--- src/rtl/sls_pkg.sv ---
// Constants shared by the synchronous line adapter design files.
package sls_pkg;
  localparam int CLK_HZ = 100000000;
  localparam int FIXED_RATE_BPS = 56000;
  localparam int FIXED_DIV = CLK_HZ / FIXED_RATE_BPS;
  localparam int DIV_W = 12;
  localparam int TX_DEPTH = 64;
  localparam int CHAR_W = 8;
  // Register numbers on the line register port.
  localparam logic [2:0] REG_DATA = 3'h1;
  localparam logic [2:0] REG_CONTROL = 3'h2;
  localparam logic [2:0] REG_CHAR4 = 3'h4;
  localparam logic [2:0] REG_STATUS = 3'h5;
  localparam logic [2:0] REG_CONFIG = 3'h6;
  // Channel select on the line register port.
  localparam logic CHAN_RX = 1'b0;
  localparam logic CHAN_TX = 1'b1;
  // Bit n of a line register, counted from the left, is vector index 7 - n.
  localparam int ST_DSR = 7;
  localparam int ST_CTS = 6;
  localparam int ST_CARRIER = 5;
  localparam int ST_RING = 4;
  localparam int ST_READY = 3;
  localparam int ST_TXEMPTY = 2;
  localparam int ST_RXOVR = 1;
  localparam int ST_TXUR = 0;
  localparam int CT_DTR = 7;
  localparam int CT_RTS = 6;
  localparam int CT_DIRECT = 3;
  localparam int CT_LOOP = 2;
  localparam int CT_RXON = 1;
  localparam int CT_TXON = 0;
  localparam int CF_LEN_HI = 7;
  localparam int CF_LEN_LO = 6;
  localparam logic [7:0] RESET_BYTE = 8'h00;
  localparam logic [7:0] FILL_RESET = 8'h16;
  localparam logic [3:0] BASE_LEN = 4'h5;
  localparam logic [3:0] BITS_ZERO = 4'h0;
  localparam logic [3:0] BITS_ONE = 4'h1;
  localparam logic [1:0] SYNC_ZERO = 2'h0;
  typedef enum logic {SLS_IDLE, SLS_SHIFT} sls_tx_state_t;
endpackage

--- src/rtl/sls_fifo.sv ---
// Parameterised flip-flop FIFO with valid and ready on both sides.
`timescale 1ns/100ps
module sls_fifo #(
  parameter int WIDTH = 8,
  parameter int DEPTH = 64
) (
  input wire logic clk_sys,
  input wire logic reset,
  input wire logic inValid,
  output logic inReady,
  input wire logic [WIDTH-1:0] inData,
  output logic outValid,
  input wire logic outReady,
  output logic [WIDTH-1:0] outData
);
  localparam int PW = $clog2(DEPTH);
  localparam logic [PW:0] FULL_COUNT = (PW + 1)'(DEPTH);
  localparam logic [PW-1:0] LAST_PTR = PW'(DEPTH - 1);

  logic [WIDTH-1:0] mem_r [DEPTH];
  logic [PW-1:0] wrPtr_r, wrPtr_nxt, rdPtr_r, rdPtr_nxt;
  logic [PW:0] count_r, count_nxt;
  logic push, pop;

  function automatic logic [PW-1:0] bump(input logic [PW-1:0] p);
    bump = (p == LAST_PTR) ? '0 : p + 1'b1;
  endfunction

  always_comb
  begin
    inReady = (count_r != FULL_COUNT);
    outValid = (count_r != '0);
    outData = mem_r[rdPtr_r];
    push = inValid && inReady;
    pop = outValid && outReady;
    wrPtr_nxt = push ? bump(wrPtr_r) : wrPtr_r;
    rdPtr_nxt = pop ? bump(rdPtr_r) : rdPtr_r;
    count_nxt = count_r;
    if (push && !pop)
    begin
      count_nxt = count_r + 1'b1;
    end
    else if (pop && !push)
    begin
      count_nxt = count_r - 1'b1;
    end
  end

  always_ff @(posedge clk_sys or posedge reset)
  begin
    if (reset)
    begin
      wrPtr_r <= '0;
      rdPtr_r <= '0;
      count_r <= '0;
    end
    else
    begin
      wrPtr_r <= wrPtr_nxt;
      rdPtr_r <= rdPtr_nxt;
      count_r <= count_nxt;
    end
  end

  // Storage has no reset; an empty FIFO never presents it as valid.
  always_ff @(posedge clk_sys)
  begin
    if (push)
    begin
      mem_r[wrPtr_r] <= inData;
    end
  end
endmodule

--- src/rtl/sls_line_adapter.sv ---
// Line registers, status, transmit buffer and transmit serialiser of a sync line adapter.
`timescale 1ns/100ps
// Summary of operation
// - One 8-bit status register serves both channels; modem status low, adapter flags high.
// - Status reads through the register port never change the status contents.
// - Modem bits: 0 interlock/DSR, 1 CTS, 2 carrier/gain lock, 3 ring/call.
// - Character configuration register is shared; either channel's write affects both.
// - Character length for both channels comes from configuration bits 0 and 1.
// - Parity and check selections in the configuration byte are ignored.
// - Each transmit data register write that finds room goes into a 64-byte transmit buffer.
// - Adapter-ready status bit tells the processor whether the buffer has room.
// - Short characters are right-justified; leading zero bits are not sent.
// - Bit 7 of each transmit character goes out on the line first.
// - Fill character is sent during idle time and on buffer underrun.
// - Data-set and adapter control register is shared by both channels.
// - Receive channel requests are raised only while receive-on is set.
// - Transmit channel requests are raised only while transmit-on is set.
// - Transmit requests also need request-to-send set and clear-to-send reported.
// - Transmit adapter-ready is true exactly when the buffer is not full.
// - Each character boundary moves the next buffered character out and requests more.
module sls_line_adapter (
  input wire logic clk_sys,
  input wire logic reset,
  input wire logic regWrite,
  input wire logic regRead,
  input wire logic regChannel,
  input wire logic [2:0] regNum,
  input wire logic [sls_pkg::CHAR_W-1:0] regWData,
  output logic [sls_pkg::CHAR_W-1:0] regRData,
  output logic regRValid,
  input wire logic dsrPin,
  input wire logic ctsPin,
  input wire logic carrierPin,
  input wire logic ringPin,
  input wire logic txClockPin,
  input wire logic rxCharReady,
  input wire logic rxOverrunSet,
  output logic txDataPin,
  output logic rtsPin,
  output logic dtrPin,
  output logic rxRequest,
  output logic txRequest,
  output logic [sls_pkg::CHAR_W-1:0] controlOut,
  output logic [sls_pkg::CHAR_W-1:0] syncChar
);
  import sls_pkg::*;

  logic [3:0] pinMeta_r, pinSync_r;
  logic clkMeta_r, clkSync_r, clkPrev_r;
  logic [7:0] control_r, control_nxt, config_r, config_nxt, fill_r, fill_nxt;
  logic [7:0] sync_r, sync_nxt, shift_r, shift_nxt, rdata_r, rdata_nxt;
  logic rvalid_r, rvalid_nxt, underrun_r, underrun_nxt, overrun_r, overrun_nxt;
  logic line_r, line_nxt, rxReq_r, rxReq_nxt, txReq_r, txReq_nxt;
  logic [3:0] bitsLeft_r, bitsLeft_nxt;
  logic [DIV_W-1:0] div_r, div_nxt;
  sls_tx_state_t state_r, state_nxt;
  logic fifoInValid, fifoInReady, fifoOutValid, fifoOutReady;
  logic [7:0] fifoOutData, status;
  logic bitTick, divTick, wrTx, boundary;

  // Length field 00..11 selects 5..8 bits; parity and check fields are never looked at.
  function automatic logic [3:0] char_len(input logic [7:0] cfg);
    char_len = BASE_LEN + {2'h0, cfg[CF_LEN_HI:CF_LEN_LO]};
  endfunction

  function automatic logic reg_hit(input logic [2:0] num, input logic [2:0] want);
    reg_hit = (num == want);
  endfunction

  sls_fifo #(.WIDTH(CHAR_W), .DEPTH(TX_DEPTH)) txBuffer (
    .clk_sys(clk_sys),
    .reset(reset),
    .inValid(fifoInValid),
    .inReady(fifoInReady),
    .inData(regWData),
    .outValid(fifoOutValid),
    .outReady(fifoOutReady),
    .outData(fifoOutData)
  );

  // Modem pins and the modem's transmit clock are asynchronous, so each passes two flops.
  always_ff @(posedge clk_sys or posedge reset)
  begin
    if (reset)
    begin
      pinMeta_r <= '0;
      pinSync_r <= '0;
      clkMeta_r <= 1'b0;
      clkSync_r <= 1'b0;
      clkPrev_r <= 1'b0;
    end
    else
    begin
      pinMeta_r <= {dsrPin, ctsPin, carrierPin, ringPin};
      pinSync_r <= pinMeta_r;
      clkMeta_r <= txClockPin;
      clkSync_r <= clkMeta_r;
      clkPrev_r <= clkSync_r;
    end
  end

  always_comb
  begin
    wrTx = regWrite && (regChannel == CHAN_TX);
    divTick = (div_r == '0);
    div_nxt = divTick ? DIV_W'(FIXED_DIV - 1) : div_r - 1'b1;
    // Direct connect and loop-back run from the fixed-rate divider, else the modem clock.
    if (control_r[CT_DIRECT] || control_r[CT_LOOP])
    begin
      bitTick = divTick;
    end
    else
    begin
      bitTick = clkSync_r && !clkPrev_r;
    end
    status = '0;
    status[ST_DSR] = pinSync_r[3];
    status[ST_CTS] = pinSync_r[2];
    status[ST_CARRIER] = pinSync_r[1];
    status[ST_RING] = pinSync_r[0];
    status[ST_READY] = fifoInReady;
    status[ST_TXEMPTY] = !fifoOutValid;
    status[ST_RXOVR] = overrun_r;
    status[ST_TXUR] = underrun_r;
  end

  always_comb
  begin
    // Shared registers ignore which channel wrote them.
    control_nxt = (regWrite && reg_hit(regNum, REG_CONTROL)) ? regWData : control_r;
    config_nxt = (regWrite && reg_hit(regNum, REG_CONFIG)) ? regWData : config_r;
    fill_nxt = (wrTx && reg_hit(regNum, REG_CHAR4)) ? regWData : fill_r;
    sync_nxt = (regWrite && !regChannel && reg_hit(regNum, REG_CHAR4)) ? regWData : sync_r;
    // A write to a full buffer is dropped; software must test adapter-ready first.
    fifoInValid = wrTx && reg_hit(regNum, REG_DATA);
    rvalid_nxt = regRead;
    rdata_nxt = rdata_r;
    if (regRead)
    begin
      rdata_nxt = reg_hit(regNum, REG_STATUS) ? status : RESET_BYTE;
      if (reg_hit(regNum, REG_CONTROL))
      begin
        rdata_nxt = control_r;
      end
      else if (reg_hit(regNum, REG_CONFIG))
      begin
        rdata_nxt = config_r;
      end
    end
  end

  always_comb
  begin
    // Flags clear while their channel is off; a new event in that cycle still sets them.
    overrun_nxt = rxOverrunSet || (overrun_r && control_r[CT_RXON]);
    boundary = bitTick && (bitsLeft_r == BITS_ZERO);
    fifoOutReady = boundary && control_r[CT_TXON] && !control_r[CT_LOOP];
    underrun_nxt = (fifoOutReady && !fifoOutValid && state_r == SLS_SHIFT)
      || (underrun_r && control_r[CT_TXON]);
  end

  always_comb
  begin
    state_nxt = state_r;
    shift_nxt = shift_r;
    bitsLeft_nxt = bitsLeft_r;
    line_nxt = line_r;
    if (!control_r[CT_TXON] || control_r[CT_LOOP])
    begin
      // Transmitter off or looped back: line held at mark, nothing leaves the buffer.
      state_nxt = SLS_IDLE;
      bitsLeft_nxt = BITS_ZERO;
      line_nxt = 1'b1;
    end
    else if (bitTick)
    begin
      unique case (state_r)
        SLS_IDLE, SLS_SHIFT:
        begin
          if (boundary)
          begin
            shift_nxt = fifoOutValid ? fifoOutData : fill_r;
            state_nxt = fifoOutValid ? SLS_SHIFT : state_r;
            bitsLeft_nxt = char_len(config_r) - BITS_ONE;
            line_nxt = shift_nxt[0];
            shift_nxt = {1'b0, shift_nxt[7:1]};
          end
          else
          begin
            line_nxt = shift_r[0];
            shift_nxt = {1'b0, shift_r[7:1]};
            bitsLeft_nxt = bitsLeft_r - BITS_ONE;
          end
        end
      endcase
    end
  end

  always_comb
  begin
    rxReq_nxt = control_r[CT_RXON] && rxCharReady;
    txReq_nxt = control_r[CT_TXON] && control_r[CT_RTS]
      && pinSync_r[2] && fifoInReady;
  end

  always_ff @(posedge clk_sys or posedge reset)
  begin
    if (reset)
    begin
      control_r <= RESET_BYTE;
      config_r <= RESET_BYTE;
      fill_r <= FILL_RESET;
      sync_r <= FILL_RESET;
      rdata_r <= RESET_BYTE;
      rvalid_r <= 1'h0;
    end
    else
    begin
      control_r <= control_nxt;
      config_r <= config_nxt;
      fill_r <= fill_nxt;
      sync_r <= sync_nxt;
      rdata_r <= rdata_nxt;
      rvalid_r <= rvalid_nxt;
    end
  end

  always_ff @(posedge clk_sys or posedge reset)
  begin
    if (reset)
    begin
      overrun_r <= 1'h0;
      underrun_r <= 1'h0;
    end
    else
    begin
      overrun_r <= overrun_nxt;
      underrun_r <= underrun_nxt;
    end
  end

  always_ff @(posedge clk_sys or posedge reset)
  begin
    if (reset)
    begin
      state_r <= SLS_IDLE;
      shift_r <= RESET_BYTE;
      bitsLeft_r <= BITS_ZERO;
      line_r <= 1'h1;
    end
    else
    begin
      state_r <= state_nxt;
      shift_r <= shift_nxt;
      bitsLeft_r <= bitsLeft_nxt;
      line_r <= line_nxt;
    end
  end

  always_ff @(posedge clk_sys or posedge reset)
  begin
    if (reset)
    begin
      rxReq_r <= 1'h0;
      txReq_r <= 1'h0;
    end
    else
    begin
      rxReq_r <= rxReq_nxt;
      txReq_r <= txReq_nxt;
    end
  end

  // The divider runs free in every mode, so entering direct connect waits at most one bit time.
  always_ff @(posedge clk_sys or posedge reset)
  begin
    if (reset)
    begin
      div_r <= '0;
    end
    else
    begin
      div_r <= div_nxt;
    end
  end

  always_comb
  begin
    regRData = rdata_r;
    regRValid = rvalid_r;
    txDataPin = line_r;
    rtsPin = control_r[CT_RTS];
    dtrPin = control_r[CT_DTR];
    rxRequest = rxReq_r;
    txRequest = txReq_r;
    controlOut = control_r;
    syncChar = sync_r;
  end
endmodule

--- config.mk ---
export PLATFORM = sky130hd
export DESIGN_NAME = sls_line_adapter
export DESIGN_NICKNAME = d
export VERILOG_FILES = /design/src/rtl/sls_pkg.sv /design/src/rtl/sls_fifo.sv /design/src/rtl/sls_line_adapter.sv
export SDC_FILE = /design/constraint.sdc
export NUM_CORES = 1
export LEC_CHECK = 0
export BUFFER_PORTS_ARGS = -buffer_cell sky130_fd_sc_hd__buf_2
export CAP_MARGIN = 20
export CORE_MARGIN = 4
export CORE_UTILIZATION = 25
export CTS_BUF_LIST = sky130_fd_sc_hd__clkbuf_2 sky130_fd_sc_hd__clkbuf_4 sky130_fd_sc_hd__clkbuf_8
export CTS_CLUSTER_DIAMETER = 200
export DETAILED_ROUTE_END_ITERATION = 6
export PLACE_DENSITY = 0.4
export REMOVE_ABC_BUFFERS = 1
export SLEW_MARGIN = 20
export SYNTH_ARGS = -nofsm -noshare
export SYNTH_HDL_FRONTEND = slang
export SYNTH_HIERARCHICAL = 1
export SYNTH_SLANG_ARGS = --single-unit
--- constraint.sdc ---
create_clock -name clk_sys -period 5 [get_ports clk_sys]
set_input_delay 0.5 -clock clk_sys [delete_from_list [all_inputs] [get_ports clk_sys]]
set_output_delay 0.5 -clock clk_sys [all_outputs]
set_load 0.005 [all_outputs]
---- Yosys cells after proc, flatten, opt, wreduce, memory -nomap -nowiden ----
Memories as Yosys holds them, arrays and structs flattened.
Index checks and enable logic that the tools add are counted.
operators by class
  $add $sub $neg .......................... 8
  equality and inequality tests ........... 8
  multiplexer cells ....................... 23
  bitwise logic cells ..................... 1
  reduce and logical (&&, ||, !) cells .... 43
operators by type and width
  cell                                                                   count
  8-bit two-way mux                                                      4
  1-bit logical AND                                                      23
  7-bit two-way mux                                                      3
  6-bit by 1-bit adder with 6-bit output, second input constant          2
  6-bit equality test, second input constant                             2
  12-bit zero test                                                       1
  12-bit two-way mux                                                     1
  4-bit two-way mux                                                      3
  6-bit two-way mux                                                      2
  12-bit by 1-bit subtractor with 12-bit output, second input constant   1
  1-bit two-way mux                                                      10
  3-bit equality test, second input constant                             3
  2-bit nonzero test                                                     4
  4-bit by 1-bit subtractor with 4-bit output, second input constant     2
  7-bit by 1-bit adder with 7-bit output, second input constant          1
  1-bit zero test                                                        7
  7-bit != test, second input constant                                   1
  7-bit nonzero test                                                     1
  7-bit by 1-bit subtractor with 7-bit output, second input constant     1
  3-bit by 2-bit adder with 4-bit output, first input constant           1
  4-bit zero test                                                        1
  1-bit logical OR                                                       4
  3-bit by 1-bit equality test with 1-bit output, second input constant  1
  3-bit by 2-bit equality test with 1-bit output, second input constant  1
  3 further kinds                                                        3
storage, ports and cells
  register bits after elaboration ......... 101
  bits in writable memories ............... 512
  input bits .............................. 23
  word-level logic and storage cells ...... 107
  memories kept ........................... 1
memory list
  name            words  width  rd ports  clocked after memory_dff  wr ports  RTL line        RTL
  txBuffer.mem_r  64     8      1         0                         1         sls_fifo.sv:20  logic [WIDTH-1:0] mem_r [DEPTH];

---- Longest topological paths before layout ----
  depth in word-level cells ............... 10
  gate-level depth with buffers ........... 17
  mapped depth without buffers ............ 16

---- By module ----
Netlist, hierarchy kept.
modules (own cells, without submodules)
  module            times used  cells an instance  area each (um^2)  sequential area each (um^2)
  sls_fifo          1           1037               21099.0           15850.2
  sls_line_adapter  1           294                3638.5            2035.7

---- Worst setup path before layout ----
Ideal clock, no wire load.
  path type ............................... register -> register
  start ................................... register div_r[0]
  end ..................................... register txBuffer.count_r[5]
  library setup time ...................... 0.136 ns
  arrival time ............................ 3.556 ns
  data required time ...................... 4.864 ns
  path slack .............................. 1.308 ns
  cell stages (with the launch flop) ...... 18
  path buffers ............................ 1
  period minus slack after synthesis ...... 3.692 ns
  cell sequence ........................... dfrtp_1 > inv_1 > ha_1 > nor4b_4 > a41o_1 > and2_1 > buf_2 > inv_1 > a31oi_1 > inv_1 > ha_1 > inv_1 > ha_1 > a21o_1 > a21o_1 > a21oi_1 > nor4_1 > or3b_2
on the way
  longest elaborated chain between the ends .. 9
  elaborated cells on any way between the ends .. 11
  those cells by class .................... mux (2); reduce/logical (9)
RTL lines
  item                                                            RTL line                 RTL
  start, declared                                                 sls_line_adapter.sv:55   logic [DIV_W-1:0] div_r, div_nxt;
  start signal, assigned                                          sls_line_adapter.sv:283  div_r <= div_nxt;
  12-bit zero test *                                              sls_line_adapter.sv:105  divTick = (div_r == '0);
  1-bit two-way mux *                                             sls_line_adapter.sv:108  if (control_r[CT_DIRECT] || control_r[CT_LOOP])
  1-bit logical AND *                                             sls_line_adapter.sv:156  boundary = bitTick && (bitsLeft_r == BITS_ZERO);
  1-bit logical AND * (2 in series)                               sls_line_adapter.sv:157  fifoOutReady = boundary && control_r[CT_TXON] && !control_r[CT_LOOP];
  net fifoOutReady                                                sls_line_adapter.sv:57   logic fifoInValid, fifoInReady, fifoOutValid, fifoOutReady;
  1-bit logical AND *                                             sls_fifo.sv:35           pop = outValid && outReady;
  1-bit zero test                                                 sls_fifo.sv:39           if (push && !pop)
  1-bit logical AND                                               sls_fifo.sv:39
  7-bit two-way mux / 2-bit nonzero test (equally long branches)  --
  end signal, assigned                                            sls_fifo.sv:61           count_r <= count_nxt;
  end, declared                                                   sls_fifo.sv:22           logic [PW:0] count_r, count_nxt;
Mark *: on every way through the listed nets, which the timed path passes. The rest lies on a longest branch.
A chain may end at the register's enable or synchronous reset.

---- Worst setup path in the final report ----
  start ................................... register div_r[0]
  end ..................................... register txBuffer.count_r[5]
on the way
  longest elaborated chain between the ends .. 9
  elaborated cells on any way between the ends .. 11
  those cells by class .................... mux (2); reduce/logical (9)
RTL lines
  item                                                            RTL line
  12-bit zero test *                                              sls_line_adapter.sv:105
  1-bit two-way mux *                                             sls_line_adapter.sv:108
  1-bit logical AND *                                             sls_line_adapter.sv:156
  1-bit logical AND * (2 in series)                               sls_line_adapter.sv:157
  1-bit logical AND *                                             sls_fifo.sv:35
  1-bit zero test                                                 sls_fifo.sv:39
  1-bit logical AND                                               sls_fifo.sv:39
  7-bit two-way mux / 2-bit nonzero test (equally long branches)  --
Every way passes the cells marked *; elsewhere a longest branch is shown, timed or not.

==> impl_metrics.csv <==
group,metric,value,unit
floorplan,fp.coreArea,98280,µm²
layout,stdcell_count,2841,
timing,slew_headroom,0.2649,
timing,finClkSkew,0.04318,ns
setup_path,cp.arrival,4.79,ns
placed_design,dpl_worst_slack,0.7681,ns
synth,synth-edff-count,512,
timing,tightestPinTransition,1.099,ns
setup_path,cpMostUsedCell,"inv_1",
setup_path,slowest_delay,0.45,ns
global_routing,grtUsageTotal,0.1187,
power_and_ir_drop,seqPwrFrac,0.455,
timing,rsz0062_at_grt,"no",
synth,avgSynthCellArea,18.59,µm²
clock_network,cts_tree,"built",
clock_network,cts_max_path_buffers,3,
clock_network,cts_setup_buffers,0,
worst_hold_path,hold_path.class,"input port to flip-flop",
detailed_routing,wl,61750,µm
setup_path,critPathTopFamily,"simple AND/OR/NAND/NOR gates",
detailed_routing,first_pass_iters,5,
timing,min_period,4.233,ns
setup_path,path_max_fanout,7,
synth,yosysWarnings,6,
floorplan,die_area,104000,µm²
setup_path,cp-start-kind,"flip-flop",
timing,setup_viol,0,
clock_network,cts_resized,0,
clock_network,clk_latency,0.70,ns
detailed_routing,vias,12750,
timing,post-route-period-util,0.8466,
synth,synth-async-reset-ratio,0.1634,
synth,synth_flop_cell,"edfxtp_1",
global_routing,antenna_found_initial,1,
placed_design,place_congestion,0.7726,
power_and_ir_drop,p_leak,9.353,nW
setup_path,critPathCaptureType,"flip-flop",
timing,holdWs,0.2943,ns
setup_path,critPathBufInv,4,
power_and_ir_drop,power_switching,3.699,mW
timing,final.setup.tns,0,ns
floorplan,placementRows,115,
synth,synthesis.area,24740,µm²
power_and_ir_drop,ir_worst_vdd,0.0002126,V
job,maxCapViolations,0,
clock_network,numCtsBuffers,106,
clock_network,h-tree-depth,3,
setup_path,path_cells,"inv_1 -> ha_1 -> nor4b_4 -> a41o_1 -> and2_1 -> inv_1 -> a31oi_1 -> inv_1 -> ha_1 -> inv_1 -> ha_1 -> a21o_1 -> a21o_1 -> a21oi_1 -> nor4_1 -> or3b_2",
power_and_ir_drop,p_total,13.25,mW
floorplan,io_pins,53,
detailed_routing,avgViaCountPerCell,4.488,
detailed_routing,drc,0,
layout,multi_input_area,6396,µm²
power_and_ir_drop,pwr-share-clk,0.339,
timing,drv_slew,0,
global_routing,first_global_vias,13500,
placed_design,port_buffers,52,
layout,regArea,17900,µm²
timing,layout_setup_ws,0.7668,ns
layout,mostFrequentLayoutCells,"edfxtp_1, mux4_2, clkbuf_8, nor2_1, dfrtp_1",
setup_path,required,5.56,ns
layout,drive_gt1_frac,0.2923,
clock_network,path_clk_slew,0.06,ns
power_and_ir_drop,intPower,9.547,mW
layout,n_fill_cell,9646,
placed_design,dpl.hpwl,37500,µm
timing,hold_viol,0,
layout,nets,1503,
clock_network,clock_sinks,612,
timing,max_freq,236.2,MHz
floorplan,die_w,322.6,µm
power_and_ir_drop,pwr_density_cell,460.8,nW/µm²
synth,ys_types,65,
floorplan,start_util,0.2517,
synth,yosys_register_bits,612,
power_and_ir_drop,pwr-share-comb,0.206,
detailed_routing,drt_first_iter_violations,831,
detailed_routing,wl_per_cell,21.74,µm
global_routing,grt-ovfl-total,0,
layout,area_delta_synth_final,16.22,%
setup_path,crit_path_top_delay_cell,"or3b_2",
floorplan,die_h,322.6,µm
layout,layout_commonest_cell,"edfxtp_1",
global_routing,grt_max_degree,69,
placed_design,place_inst,2638,
setup_path,path_class,"flip-flop to flip-flop",
clock_network,holdBufCountCts,9,
detailed_routing,ant_nets,0,
clock_network,cts_root_buf,"clkbuf_8",
synth,postSynthCellCount,1331,
synth,seq_area_frac_synth,0.7230,
global_routing,grt_pass1_wl,91290,µm
run_status,status,"completed",
power_and_ir_drop,switching_share,0.2792,
==> cell families after synthesis <==
group                      count (synthesis)  synth area share
muxes                                    238            0.1600
AOI/OAI and AO/OA                        135           0.03915
buffers and inverters                     84           0.01841
and+or+nand+nor                          237           0.04845
DFF                                      612            0.7230
adders and majority gates                 12          0.006373
xor gates and xnor gates                  13          0.004603
==> stage by stage <==
stage / util / area (µm²)
6_report: 0.2925 / 28750
3_3_place_gp: 0.2702 / 26550
3_5_place_dp: 0.2702 / 26550
5_1_grt: 0.2925 / 28750
2_1_floorplan: - / 24340
4_1_cts: 0.2925 / 28750
==> routing by layer <==
| metal | part of all wire | global-route usage |
|---|---|---|
| met1 | 0.47 | 0.1671 |
| met2 | 0.46 | 0.1855 |
| met3 | 0.040 | 0.02365 |
| met4 | 0.024 | 0.03718 |
| met5 | 0 | 0 |
==> registers in the layout, indices dropped and copies added (netlist names), 4 cells and up <==
register	cells
pinMeta_r	4
txBuffer/rdPtr_r	6
div_r	12
syncChar	8
shift_r	7
bitsLeft_r	4
pinSync_r	4
fill_r	8
txBuffer/count_r	7
txBuffer/wrPtr_r	6
regRData	8
txBuffer/mem_r	512
config_r	8
controlOut	8
==> worst min-delay path, delay by kind of cell <==
kind	cells	cell delay (ns)
compound gates	2	0.26
buf+inv	1	0.19
==> power groups by stage <==
stage               combinational, mW  sequential (mW)  clock, mW
floorplan                        1.87             6.28          0
global placement                 2.76             6.14          0
detailed placement               2.76             6.15          0
CTS                              2.78             6.05       4.68
global route                     2.95             6.07       4.93
finish                           2.73             6.03       4.49
==> final timing paths <==
kind	start	end	slack, ns	cells past startpoint
min in group asynchronous	reset	controlOut[5]	0.36	3
min	regNum[2]	regRData[7]	0.29	3
max	div_r[0]	txBuffer/count_r[5]	0.77	16
min reg2reg	clkMeta_r	clkSync_r	0.35	0
max reg2reg	div_r[0]	txBuffer/count_r[5]	0.77	16
max in group asynchronous	reset	syncChar[5]	3.52	4
==> cell type report <==
class | count | area share
Multi-Input combinational cell | 635 | 0.2225
Antenna cell | 1 | 0.00008704
Clock inverter | 37 | 0.007094
Inverter | 15 | 0.002002
Tap cell | 1287 | 0.05601
Clock buffer | 156 | 0.06620
Sequential cell | 612 | 0.6225
Timing Repair Buffer | 98 | 0.02359
==> synth_stat cells, types with 13 or more instances <==
library cell | count | area [µm²]
edfxtp_1 | 512 | 15370
mux4_2 | 120 | 2703
nor2_1 | 108 | 405.4
dfrtp_1 | 93 | 2327
mux2i_1 | 59 | 590.6
mux2_2 | 44 | 495.5
nand2_1 | 42 | 157.7
a21oi_1 | 28 | 140.1
clkbuf_1 | 25 | 93.84
a22oi_1 | 17 | 127.6
o21ai_0 | 17 | 85.08
nand3_1 | 16 | 80.08
inv_1 | 15 | 56.30
mux2_1 | 15 | 168.9
buf_4 | 14 | 105.1
buf_2 | 13 | 65.06
Power figures use the tool's default switching activity.
